<file path="src/acc_pkg.sv">
// constants and types shared by the converter control block
//
// Notes on behaviour
// - right justify, 10-bit: low byte holds result bits 7..0
// - left justify, 10-bit: low byte holds result bits 1..0 on top, rest zero
// - 8-bit mode: low byte reads all zeros, justification ignored
// - enable bit 7 clear means shutdown, set means ready to convert
// - normal track mode: conversion begins immediately on start event
// - delayed track mode: three sar clocks of tracking before conversion
// - done flag bit 5 sets at conversion end, stays until software clears
// - busy bit 4 reads one while tracking or converting, zero when idle
// - writing one to busy starts only when source field is 000; zero ignored
// - window flag bit 3 sets on window match, stays until software clears
// - source code 001 selects timer 0 overflow
// - source codes 010, 011, 101 select further timer overflows
// - source code 100 selects rising edge of external start input
// - right justify, 10-bit: high byte is zero above bits 1..0 of top bits
// - 8-bit mode: high byte holds the whole 8-bit word
// - sar clock equals system clock divided by divider value plus one
package acc_pkg;

  // ----------------------------------------------------------------
  // register addresses
  // ----------------------------------------------------------------
  localparam logic [7:0] ADDR_CONFIG = 8'hBC;
  localparam logic [7:0] ADDR_RESULT_LOW = 8'hBD;
  localparam logic [7:0] ADDR_RESULT_HIGH = 8'hBE;
  localparam logic [7:0] ADDR_CONTROL = 8'hE8;

  // ----------------------------------------------------------------
  // field positions
  // ----------------------------------------------------------------
  localparam int CTL_ENABLE = 7;
  localparam int CTL_TRACK = 6;
  localparam int CTL_DONE = 5;
  localparam int CTL_BUSY = 4;
  localparam int CTL_WINDOW = 3;
  localparam int CTL_SRC_LSB = 0;
  localparam int CFG_DIV_LSB = 3;
  localparam int CFG_LJST = 2;
  localparam int CFG_EIGHT = 1;
  localparam int CFG_GAIN = 0;

  // ----------------------------------------------------------------
  // reset values
  // ----------------------------------------------------------------
  localparam logic [7:0] CONTROL_RESET = 8'h00;
  localparam logic [7:0] CONFIG_RESET = 8'hF8;
  localparam logic [7:0] RESULT_RESET = 8'h00;

  // ----------------------------------------------------------------
  // start sources and timing
  // ----------------------------------------------------------------
  localparam logic [2:0] SRC_SOFTWARE = 3'h0;
  localparam logic [2:0] SRC_TIMER0 = 3'h1;
  localparam logic [2:0] SRC_TIMER_A = 3'h2;
  localparam logic [2:0] SRC_TIMER_B = 3'h3;
  localparam logic [2:0] SRC_EXTERNAL = 3'h4;
  localparam logic [2:0] SRC_TIMER_C = 3'h5;
  localparam logic [1:0] TRACK_EXTRA_SAR = 2'h3;
  localparam logic [3:0] CONVERT_SAR = 4'hB;

  typedef enum logic [1:0] {
    ST_IDLE = 2'b00,
    ST_TRACK = 2'b01,
    ST_CONVERT = 2'b10
  } acc_state_e;

endpackage

</file>
<file path="src/acc_sar_tick.sv">
// sar clock tick generator from the system clock
`timescale 1ns/1ps
module acc_sar_tick (
  input wire logic clk,
  input wire logic reset_n,
  input wire logic run,
  input wire logic [4:0] divider,
  output logic tick
);
  typedef struct packed {
    logic [4:0] count;
    logic tick;
  } acc_tick_s;

  acc_tick_s s_q;
  acc_tick_s s_d;

  // one tick every divider+1 system clocks; restarts whenever run drops
  always_comb begin
    s_d = s_q;
    s_d.tick = 1'b0;
    if (!run) begin
      s_d.count = 5'h00;
    end else if (s_q.count >= divider) begin
      s_d.count = 5'h00;
      s_d.tick = 1'b1;
    end else begin
      s_d.count = s_q.count + 5'h01;
    end
  end

  always_ff @(posedge clk) begin
    if (!reset_n) begin
      s_q <= '0;
    end else begin
      s_q <= s_d;
    end
  end

  assign tick = s_q.tick;
endmodule

</file>
<file path="src/acc_sync.sv">
// two-flop synchroniser for one asynchronous level
`timescale 1ns/1ps
module acc_sync (
  input wire logic clk,
  input wire logic reset_n,
  input wire logic async_in,
  output logic sync_out
);
  typedef struct packed {
    logic first;
    logic second;
  } acc_sync_s;

  acc_sync_s s_q;
  acc_sync_s s_d;

  always_comb begin
    s_d.first = async_in;
    s_d.second = s_q.first;
  end

  always_ff @(posedge clk) begin
    if (!reset_n) begin
      s_q <= '0;
    end else begin
      s_q <= s_d;
    end
  end

  assign sync_out = s_q.second;
endmodule

</file>
<file path="src/acc_top.sv">
// converter control: registers, start selection, sequencing, result format
`timescale 1ns/1ps
module acc_top (
  input wire logic clk,
  input wire logic reset_n,
  input wire logic [7:0] sfr_addr,
  input wire logic [7:0] sfr_wdata,
  input wire logic sfr_wr,
  input wire logic sfr_rd,
  output logic [7:0] sfr_rdata,
  input wire logic timer0_overflow,
  input wire logic timer_a_overflow,
  input wire logic timer_b_overflow,
  input wire logic timer_c_overflow,
  input wire logic ext_start,
  input wire logic [9:0] core_result,
  input wire logic window_hit,
  output logic core_enable,
  output logic core_track,
  output logic core_convert,
  output logic conversion_done_pulse
);

  // ----------------------------------------------------------------
  // state
  // ----------------------------------------------------------------
  typedef struct packed {
    acc_pkg::acc_state_e state;
    logic converter_enable;
    logic track_mode_select;
    logic conversion_done_flag;
    logic window_match_flag;
    logic [2:0] start_source_select;
    logic [4:0] sar_clock_divider;
    logic left_justify_select;
    logic eight_bit_mode;
    logic gain_select;
    logic [7:0] conversion_result_low;
    logic [7:0] conversion_result_high;
    logic [3:0] sar_count;
    logic ext_prev;
    logic win_pending;
    logic [7:0] rdata;
    logic core_enable;
    logic core_track;
    logic core_convert;
    logic done_pulse;
  } acc_top_s;

  acc_top_s s_q;
  acc_top_s s_d;

  // ----------------------------------------------------------------
  // helpers
  // ----------------------------------------------------------------
  logic ext_sync;
  logic sar_tick;
  logic busy;
  logic sel_event;
  logic start_evt;
  logic finish;
  logic [7:0] fmt_low;
  logic [7:0] fmt_high;
  logic ctl_write;
  logic cfg_write;
  logic low_write;
  logic high_write;
  logic hit_control;
  logic hit_config;
  logic hit_low;
  logic hit_high;
  logic ext_rise;
  logic track_last;
  logic done_set;
  logic window_set;
  logic [7:0] control_word;
  logic [7:0] config_word;

  acc_sync u_ext_sync (
    .clk(clk),
    .reset_n(reset_n),
    .async_in(ext_start),
    .sync_out(ext_sync)
  );

  acc_sar_tick u_sar_tick (
    .clk(clk),
    .reset_n(reset_n),
    .run(busy),
    .divider(s_q.sar_clock_divider),
    .tick(sar_tick)
  );

  assign busy = (s_q.state != acc_pkg::ST_IDLE);
  assign finish = (s_q.state == acc_pkg::ST_CONVERT) && sar_tick
    && (s_q.sar_count == acc_pkg::CONVERT_SAR);
  assign track_last = sar_tick
    && (s_q.sar_count == {2'h0, acc_pkg::TRACK_EXTRA_SAR} - 4'h1);

  // ----------------------------------------------------------------
  // address decode
  // ----------------------------------------------------------------
  assign hit_control = (sfr_addr == acc_pkg::ADDR_CONTROL);
  assign hit_config = (sfr_addr == acc_pkg::ADDR_CONFIG);
  assign hit_low = (sfr_addr == acc_pkg::ADDR_RESULT_LOW);
  assign hit_high = (sfr_addr == acc_pkg::ADDR_RESULT_HIGH);
  assign ctl_write = sfr_wr && hit_control;
  assign cfg_write = sfr_wr && hit_config;
  assign low_write = sfr_wr && hit_low;
  assign high_write = sfr_wr && hit_high;

  // ----------------------------------------------------------------
  // start source selection
  // ----------------------------------------------------------------
  always_comb begin
    unique case (s_q.start_source_select)
      acc_pkg::SRC_SOFTWARE: sel_event = ctl_write
        && sfr_wdata[acc_pkg::CTL_BUSY];
      acc_pkg::SRC_TIMER0: sel_event = timer0_overflow;
      acc_pkg::SRC_TIMER_A: sel_event = timer_a_overflow;
      acc_pkg::SRC_TIMER_B: sel_event = timer_b_overflow;
      acc_pkg::SRC_EXTERNAL: sel_event = ext_rise;
      acc_pkg::SRC_TIMER_C: sel_event = timer_c_overflow;
      // reserved codes never trigger
      default: sel_event = 1'b0;
    endcase
  end

  // ext_prev resets low like the idle pin, so no false edge after reset
  assign ext_rise = ext_sync && !s_q.ext_prev;

  // dropped, not queued, when busy or disabled
  assign start_evt = sel_event && s_q.converter_enable && !busy;

  // a match is judged on the cycle after the result lands
  assign done_set = finish;
  assign window_set = s_q.win_pending && window_hit;

  // ----------------------------------------------------------------
  // result formatting
  // ----------------------------------------------------------------
  always_comb begin
    if (s_q.eight_bit_mode) begin
      fmt_high = core_result[9:2];
      fmt_low = 8'h00;
    end else if (s_q.left_justify_select) begin
      fmt_high = core_result[9:2];
      fmt_low = {core_result[1:0], 6'h00};
    end else begin
      fmt_high = {6'h00, core_result[9:8]};
      fmt_low = core_result[7:0];
    end
  end

  // ----------------------------------------------------------------
  // read words
  // ----------------------------------------------------------------
  always_comb begin
    control_word = 8'h00;
    control_word[acc_pkg::CTL_ENABLE] = s_q.converter_enable;
    control_word[acc_pkg::CTL_TRACK] = s_q.track_mode_select;
    control_word[acc_pkg::CTL_DONE] = s_q.conversion_done_flag;
    control_word[acc_pkg::CTL_BUSY] = busy;
    control_word[acc_pkg::CTL_WINDOW] = s_q.window_match_flag;
    control_word[acc_pkg::CTL_SRC_LSB +: 3] = s_q.start_source_select;
  end

  always_comb begin
    config_word = 8'h00;
    config_word[acc_pkg::CFG_DIV_LSB +: 5] = s_q.sar_clock_divider;
    config_word[acc_pkg::CFG_LJST] = s_q.left_justify_select;
    config_word[acc_pkg::CFG_EIGHT] = s_q.eight_bit_mode;
    config_word[acc_pkg::CFG_GAIN] = s_q.gain_select;
  end

  // ----------------------------------------------------------------
  // next state
  // ----------------------------------------------------------------
  always_comb begin
    s_d = s_q;
    s_d.done_pulse = 1'b0;
    s_d.ext_prev = ext_sync;

    // ----------------------------------------------------------------
    // register writes
    // ----------------------------------------------------------------
    if (cfg_write) begin
      s_d.sar_clock_divider = sfr_wdata[acc_pkg::CFG_DIV_LSB +: 5];
      s_d.left_justify_select = sfr_wdata[acc_pkg::CFG_LJST];
      s_d.eight_bit_mode = sfr_wdata[acc_pkg::CFG_EIGHT];
      s_d.gain_select = sfr_wdata[acc_pkg::CFG_GAIN];
    end
    if (ctl_write) begin
      s_d.converter_enable = sfr_wdata[acc_pkg::CTL_ENABLE];
      s_d.track_mode_select = sfr_wdata[acc_pkg::CTL_TRACK];
      s_d.conversion_done_flag = sfr_wdata[acc_pkg::CTL_DONE];
      s_d.window_match_flag = sfr_wdata[acc_pkg::CTL_WINDOW];
      s_d.start_source_select = sfr_wdata[acc_pkg::CTL_SRC_LSB +: 3];
    end
    if (low_write) begin
      s_d.conversion_result_low = sfr_wdata;
    end
    if (high_write) begin
      s_d.conversion_result_high = sfr_wdata;
    end

    // ----------------------------------------------------------------
    // sequencer
    // ----------------------------------------------------------------
    unique case (s_q.state)
      acc_pkg::ST_IDLE: begin
        s_d.sar_count = 4'h0;
        if (start_evt) begin
          if (s_q.track_mode_select) begin
            s_d.state = acc_pkg::ST_TRACK;
          end else begin
            s_d.state = acc_pkg::ST_CONVERT;
          end
        end
      end
      acc_pkg::ST_TRACK: begin
        if (track_last) begin
          s_d.sar_count = 4'h0;
          s_d.state = acc_pkg::ST_CONVERT;
        end else if (sar_tick) begin
          s_d.sar_count = s_q.sar_count + 4'h1;
        end
      end
      acc_pkg::ST_CONVERT: begin
        if (finish) begin
          s_d.state = acc_pkg::ST_IDLE;
          s_d.sar_count = 4'h0;
          s_d.conversion_result_low = fmt_low;
          s_d.conversion_result_high = fmt_high;
          s_d.done_pulse = 1'b1;
        end else if (sar_tick) begin
          s_d.sar_count = s_q.sar_count + 4'h1;
        end
      end
      default: s_d.state = acc_pkg::ST_IDLE;
    endcase

    // ----------------------------------------------------------------
    // flags
    // ----------------------------------------------------------------
    s_d.win_pending = finish;

    // set beats clear on the same cycle
    if (done_set) begin
      s_d.conversion_done_flag = 1'b1;
    end
    if (window_set) begin
      s_d.window_match_flag = 1'b1;
    end

    // disabling aborts a conversion in flight
    if (!s_d.converter_enable && s_d.state != acc_pkg::ST_IDLE) begin
      s_d.state = acc_pkg::ST_IDLE;
      s_d.sar_count = 4'h0;
    end

    // ----------------------------------------------------------------
    // core controls
    // ----------------------------------------------------------------
    s_d.core_enable = s_d.converter_enable;
    s_d.core_convert = (s_d.state == acc_pkg::ST_CONVERT);
    s_d.core_track = s_d.converter_enable && !s_d.core_convert;

    // ----------------------------------------------------------------
    // read data
    // ----------------------------------------------------------------
    s_d.rdata = 8'h00;
    if (sfr_rd) begin
      unique case (sfr_addr)
        acc_pkg::ADDR_CONTROL: s_d.rdata = control_word;
        acc_pkg::ADDR_CONFIG: s_d.rdata = config_word;
        acc_pkg::ADDR_RESULT_LOW: s_d.rdata = s_q.conversion_result_low;
        acc_pkg::ADDR_RESULT_HIGH: s_d.rdata = s_q.conversion_result_high;
        default: s_d.rdata = 8'h00;
      endcase
    end
  end

  always_ff @(posedge clk) begin
    if (!reset_n) begin
      s_q <= '0;
      s_q.state <= acc_pkg::ST_IDLE;
      s_q.converter_enable <= acc_pkg::CONTROL_RESET[acc_pkg::CTL_ENABLE];
      s_q.track_mode_select <= acc_pkg::CONTROL_RESET[acc_pkg::CTL_TRACK];
      s_q.conversion_done_flag <= acc_pkg::CONTROL_RESET[acc_pkg::CTL_DONE];
      s_q.window_match_flag <= acc_pkg::CONTROL_RESET[acc_pkg::CTL_WINDOW];
      s_q.start_source_select <= acc_pkg::CONTROL_RESET[acc_pkg::CTL_SRC_LSB +: 3];
      s_q.sar_clock_divider <= acc_pkg::CONFIG_RESET[acc_pkg::CFG_DIV_LSB +: 5];
      s_q.left_justify_select <= acc_pkg::CONFIG_RESET[acc_pkg::CFG_LJST];
      s_q.eight_bit_mode <= acc_pkg::CONFIG_RESET[acc_pkg::CFG_EIGHT];
      s_q.gain_select <= acc_pkg::CONFIG_RESET[acc_pkg::CFG_GAIN];
      s_q.conversion_result_low <= acc_pkg::RESULT_RESET;
      s_q.conversion_result_high <= acc_pkg::RESULT_RESET;
    end else begin
      s_q <= s_d;
    end
  end

  assign sfr_rdata = s_q.rdata;
  assign core_enable = s_q.core_enable;
  assign core_track = s_q.core_track;
  assign core_convert = s_q.core_convert;
  assign conversion_done_pulse = s_q.done_pulse;

endmodule

</file>
<file path="config.mk">
export PLATFORM = sky130hd
export DESIGN_NAME = acc_top
export DESIGN_NICKNAME = d
export VERILOG_FILES = /design/src/acc_pkg.sv /design/src/acc_sar_tick.sv /design/src/acc_sync.sv /design/src/acc_top.sv
export SDC_FILE = /design/constraint.sdc
export NUM_CORES = 1
export LEC_CHECK = 0
export BUFFER_PORTS_ARGS = -buffer_cell sky130_fd_sc_hd__buf_2
export CORE_MARGIN = 3
export CORE_UTILIZATION = 50
export CTS_CLUSTER_SIZE = 28
export DETAILED_ROUTE_END_ITERATION = 12
export PLACE_DENSITY_LB_ADDON = 0.05
export SYNTH_ARGS = -nofsm -noshare
export SYNTH_HDL_FRONTEND = slang
export SYNTH_SLANG_ARGS = --single-unit
export TNS_END_PERCENT = 50
</file>
<file path="constraint.sdc">
create_clock -name clk -period 1.7 [get_ports clk]
set_input_delay 0.17 -clock clk [delete_from_list [all_inputs] [get_ports clk]]
set_output_delay 0.17 -clock clk [all_outputs]
set_load 0.03 [all_outputs]
</file>
==> metrics.md, run 1 <==
| Metric | Value |
|---|---|
| Max_cap viols | `0` |
| Peak supply drop | `0.618 mV` |
| Reg area | `0.00117 mm²` |
| Die X | `82.1 µm` |
| CP Capture Type | `flop` |
| Die Y | `82.1 µm` |
| Antenna violations before repair | `0` |
| Slowest Stage Delay on Critical Path | `0.38 ns` |
| H-Tree Depth | `3` |
| Global-route wire length before repair | `12500 µm` |
| Drt pass-1 iters | `5` |
| Most frequent cells in the layout | `dfxtp_1, buf_2, buf_4` |
| Final WS setup | `-0.143 ns` |
| Setup TNS Final | `-0.865 ns` |
| RD Place Congestion | `0.882` |
| Largest net degree at the start of global routing | `31` |
| Area growth from synthesis to layout | `32.0%` |
| Pins Over Slew Limit | `0` |
| Max-slew headroom | `66.6%` |
| Core area | `0.00557 mm²` |
| Core Util, Final | `68.6%` |
| Setup Skew | `0.00474 ns` |
| I/O Buffers | `47` |
| Psw | `0.639 mW` |
| Syn Inst Count | `327` |
| Synthesized area | `0.00290 mm²` |
| Pleak | `1.71 nW` |
| Post-synth EDFFs | `0` |
| Placed insts | `459` |
| CP required | `1.94 ns` |
| Vias in the first global route | `2597` |
| Area of the die | `0.00675 mm²` |
| Failing checks | `setup timing` |
| Worst hold margin | `0.0299 ns` |
| Synth warn | `0` |
| Sequential area share after synthesis | `40.1%` |
| CTS tree | `yes` |
| Cts bufs inserted | `9` |
| Initial DRC Count | `171` |
| Fillers | `457` |
| Syn nets | `375` |
| Syn_area_per_cell | `8.86 µm²` |
| Routed wire per std cell | `16.5 µm` |
| Share of power burned in combinational logic | `4.5%` |
| Final Hold Violating Endpoints | `0` |
| Global route overflow | `0` |
| IO Count | `48` |
| # clock sinks | `58` |
| Worst Hold Class | `input pin to flop` |
| Synth cell types | `56` |
| Worst slack at placement | `-0.167 ns` |
| RSZ-0062 raised after global routing | `true` |
| Antenna violation net count after detailed routing | `0` |
| Internal Pwr Total | `2.28 mW` |
| Aggregate routed wire length | `7920 µm` |
| Critical setup path kind | `flop to flop` |
| Fmax | `0.542 GHz` |
| Gr usage total | `24.9%` |
| Initial core utilization | `52.0%` |
| Layout cells sized above 1 | `35.5%` |
| Seq cells post-synth | `58` |
| Pwr per Cell Area | `764 mW/mm²` |
| Synth Flop Type | `dfxtp_1` |
| Number of setup violations in the final report | `8` |
| CTS root buf | `clkbuf_8` |
| Crit path max-delay cell type | `dfxtp_4` |
| CP startpoint kind | `flop` |
| Outcome | `finished with violations` |
| Routed via count | `2713` |
| WP data arrival | `2.09 ns` |
| Worst Tran Pin Value | `0.500 ns` |
| Final Critical Period | `1.84 ns` |
| Worst skew pair latency | `0.34 ns` |
| Final Instance Count excl. Fillers | `481` |
| Fin crit share | `108%` |
| Via/cell ratio | `5.64` |
| CTS max path bufs | `2` |
| Ys async rst share | `0%` |
| Detailed Place HPWL | `5500 µm` |
| CP Cell Sequence | `ha_2 -> nand4b_1 -> a22oi_2 -> nor2_2 -> a311oi_4 -> nand2b_1 -> o21a_1` |
| Hold Buf Count CTS | `0` |
| Clock group share of total power | `49.0%` |
| Clock slew at reported path FFs | `0.07 ns` |
| Commonest non-fill, non-tap cell in the layout | `dfxtp_1` |
| Nets | `451` |
| Sequential power share | `46.5%` |
| Area occupied by multi-input gates | `0.00172 mm²` |
| # rows | `27` |
| Number of remaining DRC errors | `0` |
| Crit path max fanout | `4` |
| Switch share | `21.9%` |
logic make-up (layout without fill, tap and decap cells):
group	Yosys count	count (layout)	synth area share, %
flops	58	58	40.1
xor+xnor	3	3	0.907
buf+inv	37	118	6.22
compound gates	81	81	19.2
other cells	0	1	0
fa+ha+maj	12	12	5.18
mux	22	22	7.81
simple gates	114	114	20.6
worst max-delay path: cells and delay by family, from the launching register on:
family | cells | cell delay (ns)
adder cells (fa/ha/maj) | 1 | 0.20
flip-flops | 1 | 0.38
AND/OR/NAND/NOR | 3 | 0.38
AO/OA/AOI/OAI | 3 | 0.80
synthesized netlist by cell type, types with 4 or more instances:
cell type  instances  share of area, %
a211oi_1          13               3.4
a21oi_1           39               6.7
a222oi_1           7               2.4
and2_1             5               1.1
buf_4              8               2.1
clkbuf_1          10               1.3
dfxtp_1           58                40
ha_1              12               5.2
inv_1             13               1.7
mux2_2             5               1.9
mux2i_1           17               5.9
nand2_1           34               4.4
nand2b_1           4              0.86
nand3_1           19               3.3
nor2_1            25               3.2
o21ai_0            4              0.69
sequential cells by signal, summed over array words and instances, names as in the netlist:
signal and cells:
core_track 1, core_convert 1, core_enable 1, u_ext_sync.sync_out 1, control_word 6, u_ext_sync.s_d 1
sfr_rdata 8, s_q 24, config_word 8, conversion_done_pulse 1, u_sar_tick.s_q 5, u_sar_tick.tick 1
per-stage QoR:
step	instance area (µm²)	power, mW
floorplan	2900	1.44
global placement	3380	1.52
detailed placement	3380	1.52
CTS	3710	2.95
global route	3820	3.02
finish	3820	2.92
power groups by stage:
stage / Sequential [mW] / Clock [mW] / Combinational [mW]
2_1_floorplan: 1.39 / 0 / 0.0436
3_3_place_gp: 1.39 / 0 / 0.120
3_5_place_dp: 1.39 / 0 / 0.120
4_1_cts: 1.36 / 1.46 / 0.126
5_1_grt: 1.36 / 1.52 / 0.142
6_report: 1.36 / 1.43 / 0.130
cell type report:
class                   count  share of cell area, %
inverters                  13                   1.28
clock inverters             4                   1.96
diodes                      1                 0.0654
well taps                  72                   2.36
repair buffers             89                   15.0
multi-input cells         232                   44.8
flip-flops and latches     58                   30.7
clock buffers              12                   3.79
final timing paths:
path,startpoint,endpoint,slack [ns],cells after the start
setup / recovery,s_q[15],core_track,-0.14,7
hold / removal,ext_start,u_ext_sync.s_d[0],0.03,2
setup reg to reg,s_q[15],core_track,-0.14,7
hold reg to reg,u_ext_sync.s_d[0],u_ext_sync.sync_out,0.44,1
per-layer routing:
metal | vias to the layer above | global-route usage, % | wire length [µm]
met1 | 1271 | 32.0 | 3510
met5 | - | 0 | 0
met4 | 0 | 11.3 | 89
met3 | 10 | 4.99 | 560
met2 | 101 | 40.3 | 3760
li1 | 1331 | - | -
repair_timing:
item	4_1_cts	5_1_grt
pin swaps	16	13
setup buffers	4	1
resized for setup	20	20
endpoints found under the setup margin	12	14
Note: power is estimated with default switching activity, not from simulation.
==> inputs of run 2 (changes only) <==
Settings changed: CORE_MARGIN 3 to not set, CORE_UTILIZATION 50 to 55, SKIP_CTS_REPAIR_TIMING set to 1.
Clock period 1.7 ns to 2.3 ns, I/O delays scaled along.
==> metrics.md, run 2 (synthesis results as in run 1) <==
| Metric | Value |
|---|---|
| Outcome | `finished, final reports clean` |
| Setup TNS Final | `0 ns` |
| Core area | `0.00507 mm²` |
| Antenna cells | `0` |
| RSZ-0062 raised after global routing | `false` |
| Top reg by flops | `s_q` |
| Area of placed instances | `0.00316 mm²` |
| Nets | `418` |
| Commonest non-fill, non-tap cell in the layout | `dfxtp_1` |
| CTS root buf | `clkbuf_8` |
| Share of power burned in combinational logic | `4.2%` |
| Peak supply drop | `0.403 mV` |
| H-Tree Depth | `3` |
| Psw | `0.444 mW` |
| Number of setup violations in the final report | `0` |
| Die X | `74.6 µm` |
| Antenna violation net count after detailed routing | `0` |
| Switch share | `22.1%` |
| Worst path most repeated cell | `a21oi_1` |
| Global-route wire length before repair | `11300 µm` |
| Routed via count | `2595` |
| Detailed Place HPWL | `5130 µm` |
| Placed insts | `429` |
| Slowest Stage Delay on Critical Path | `0.38 ns` |
| Most frequent cells in the layout | `dfxtp_1, buf_2, a21oi_1` |
| Antenna violations before repair | `0` |
| Number of remaining DRC errors | `0` |
| Area of the die | `0.00556 mm²` |
| WP data arrival | `2.29 ns` |
| CP required | `2.57 ns` |
| Internal Pwr Total | `1.56 mW` |
| Layout cells sized above 1 | `22.5%` |
| Drt pass-1 iters | `5` |
| Routed wire per std cell | `16.2 µm` |
| Global route overflow | `0` |
| Max FFs per register | `24` |
| Worst skew pair latency | `0.34 ns` |
| Tot Pwr | `2.01 mW` |
| Final Instance Count excl. Fillers | `444` |
| Initial core utilization | `57.1%` |
| Initial DRC Count | `294` |
| Largest net degree at the start of global routing | `31` |
| Pleak | `1.51 nW` |
| I/O Buffers | `47` |
| Critical setup path kind | `flop to flop` |
| Sequential power share | `50.2%` |
| Worst Tran Pin Value | `0.501 ns` |
| CP Capture Type | `flop` |
| Die Y | `74.6 µm` |
| CP startpoint kind | `flop` |
| Fin crit share | `88.0%` |
| Crit path max-delay cell type | `a311oi_2` |
| # rows | `26` |
| Clock slew at reported path FFs | `0.06 ns` |
| Area growth from synthesis to layout | `15.3%` |
| # clock sinks | `58` |
| Worst Path Buf+Inv | `1` |
| Via/cell ratio | `5.84` |
| Final Hold Violating Endpoints | `0` |
| Worst Hold Class | `input pin to flop` |
| Post-Layout Inst Area | `0.00334 mm²` |
| Fmax | `0.494 GHz` |
| CTS max path bufs | `2` |
| Cts bufs inserted | `9` |
| Max-slew headroom | `66.5%` |
| Crit path max fanout | `5` |
| Setup Skew | `0.00752 ns` |
| Aggregate routed wire length | `7180 µm` |
| Pwr per Cell Area | `601 mW/mm²` |
| Clock group share of total power | `45.6%` |
| Gr usage total | `28.0%` |
| Pins Over Slew Limit | `0` |
| Vias in the first global route | `2340` |
| CP Cell Sequence | `inv_1 -> ha_1 -> nand2_1 -> a21oi_1 -> o211ai_2 -> a311oi_2 -> a31oi_2 -> a21oi_1` |
| IO Count | `48` |
| RD Place Congestion | `0.819` |
| Max_cap viols | `0` |
| Cell family contributing the most delay on the critical path | `compound AO/OA/AOI/OAI gates` |
| Final Critical Period | `2.02 ns` |
| CTS tree | `yes` |
[run 2: layout make-up]
| cell class | instances | area [µm²] |
|---|---|---|
| clock buffer | 12 | 145 |
| timing repair buffer | 56 | 303 |
| multi-input combinational | 232 | 1560 |
| tap | 70 | 87.6 |
| fill | 461 | 1730 |
| sequential | 58 | 1160 |
| clock inverter | 3 | 40.0 |
| inverter | 13 | 48.8 |
[run 2: path summary, 6_finish.rpt]
kind / from / end / slack, ns / depth (start not counted)
setup / recovery: s_q[50] / s_q[17] / 0.28 / 8
hold / removal: ext_start / u_ext_sync.s_d[0] / 0.10 / 2
setup reg to reg: s_q[50] / s_q[17] / 0.28 / 8
hold reg to reg: u_ext_sync.s_d[0] / u_ext_sync.sync_out / 0.44 / 1
[run 2: routing by layer]
layer	GRT usage (%)	share of wire [%]
met1	37.4	46
met2	42.5	46
met3	7.18	6.1
met4	12.8	1.9
met5	0	0
[run 2: through the flow]
stage | hold slack (ns) | setup slack (ns) | util (%)
2_1_floorplan | 0.357 | 0.480 | -
3_3_place_gp | 0.422 | 0.271 | 62.2
3_5_place_dp | 0.429 | 0.282 | 62.2
4_1_cts | 0.0908 | 0.285 | 65.9
5_1_grt | 0.113 | 0.0768 | 65.9
6_report | 0.100 | 0.276 | 65.9
[run 2: power groups by stage]
stage	logic, mW	clock network (mW)	registers (mW)
after floorplan	0.0322	0	1.03
after global placement	0.0829	0	1.03
after global routing	0.0910	0.969	1.01
after CTS	0.0835	0.926	1.01
after detailed placement	0.0834	0	1.03
final	0.0842	0.915	1.01
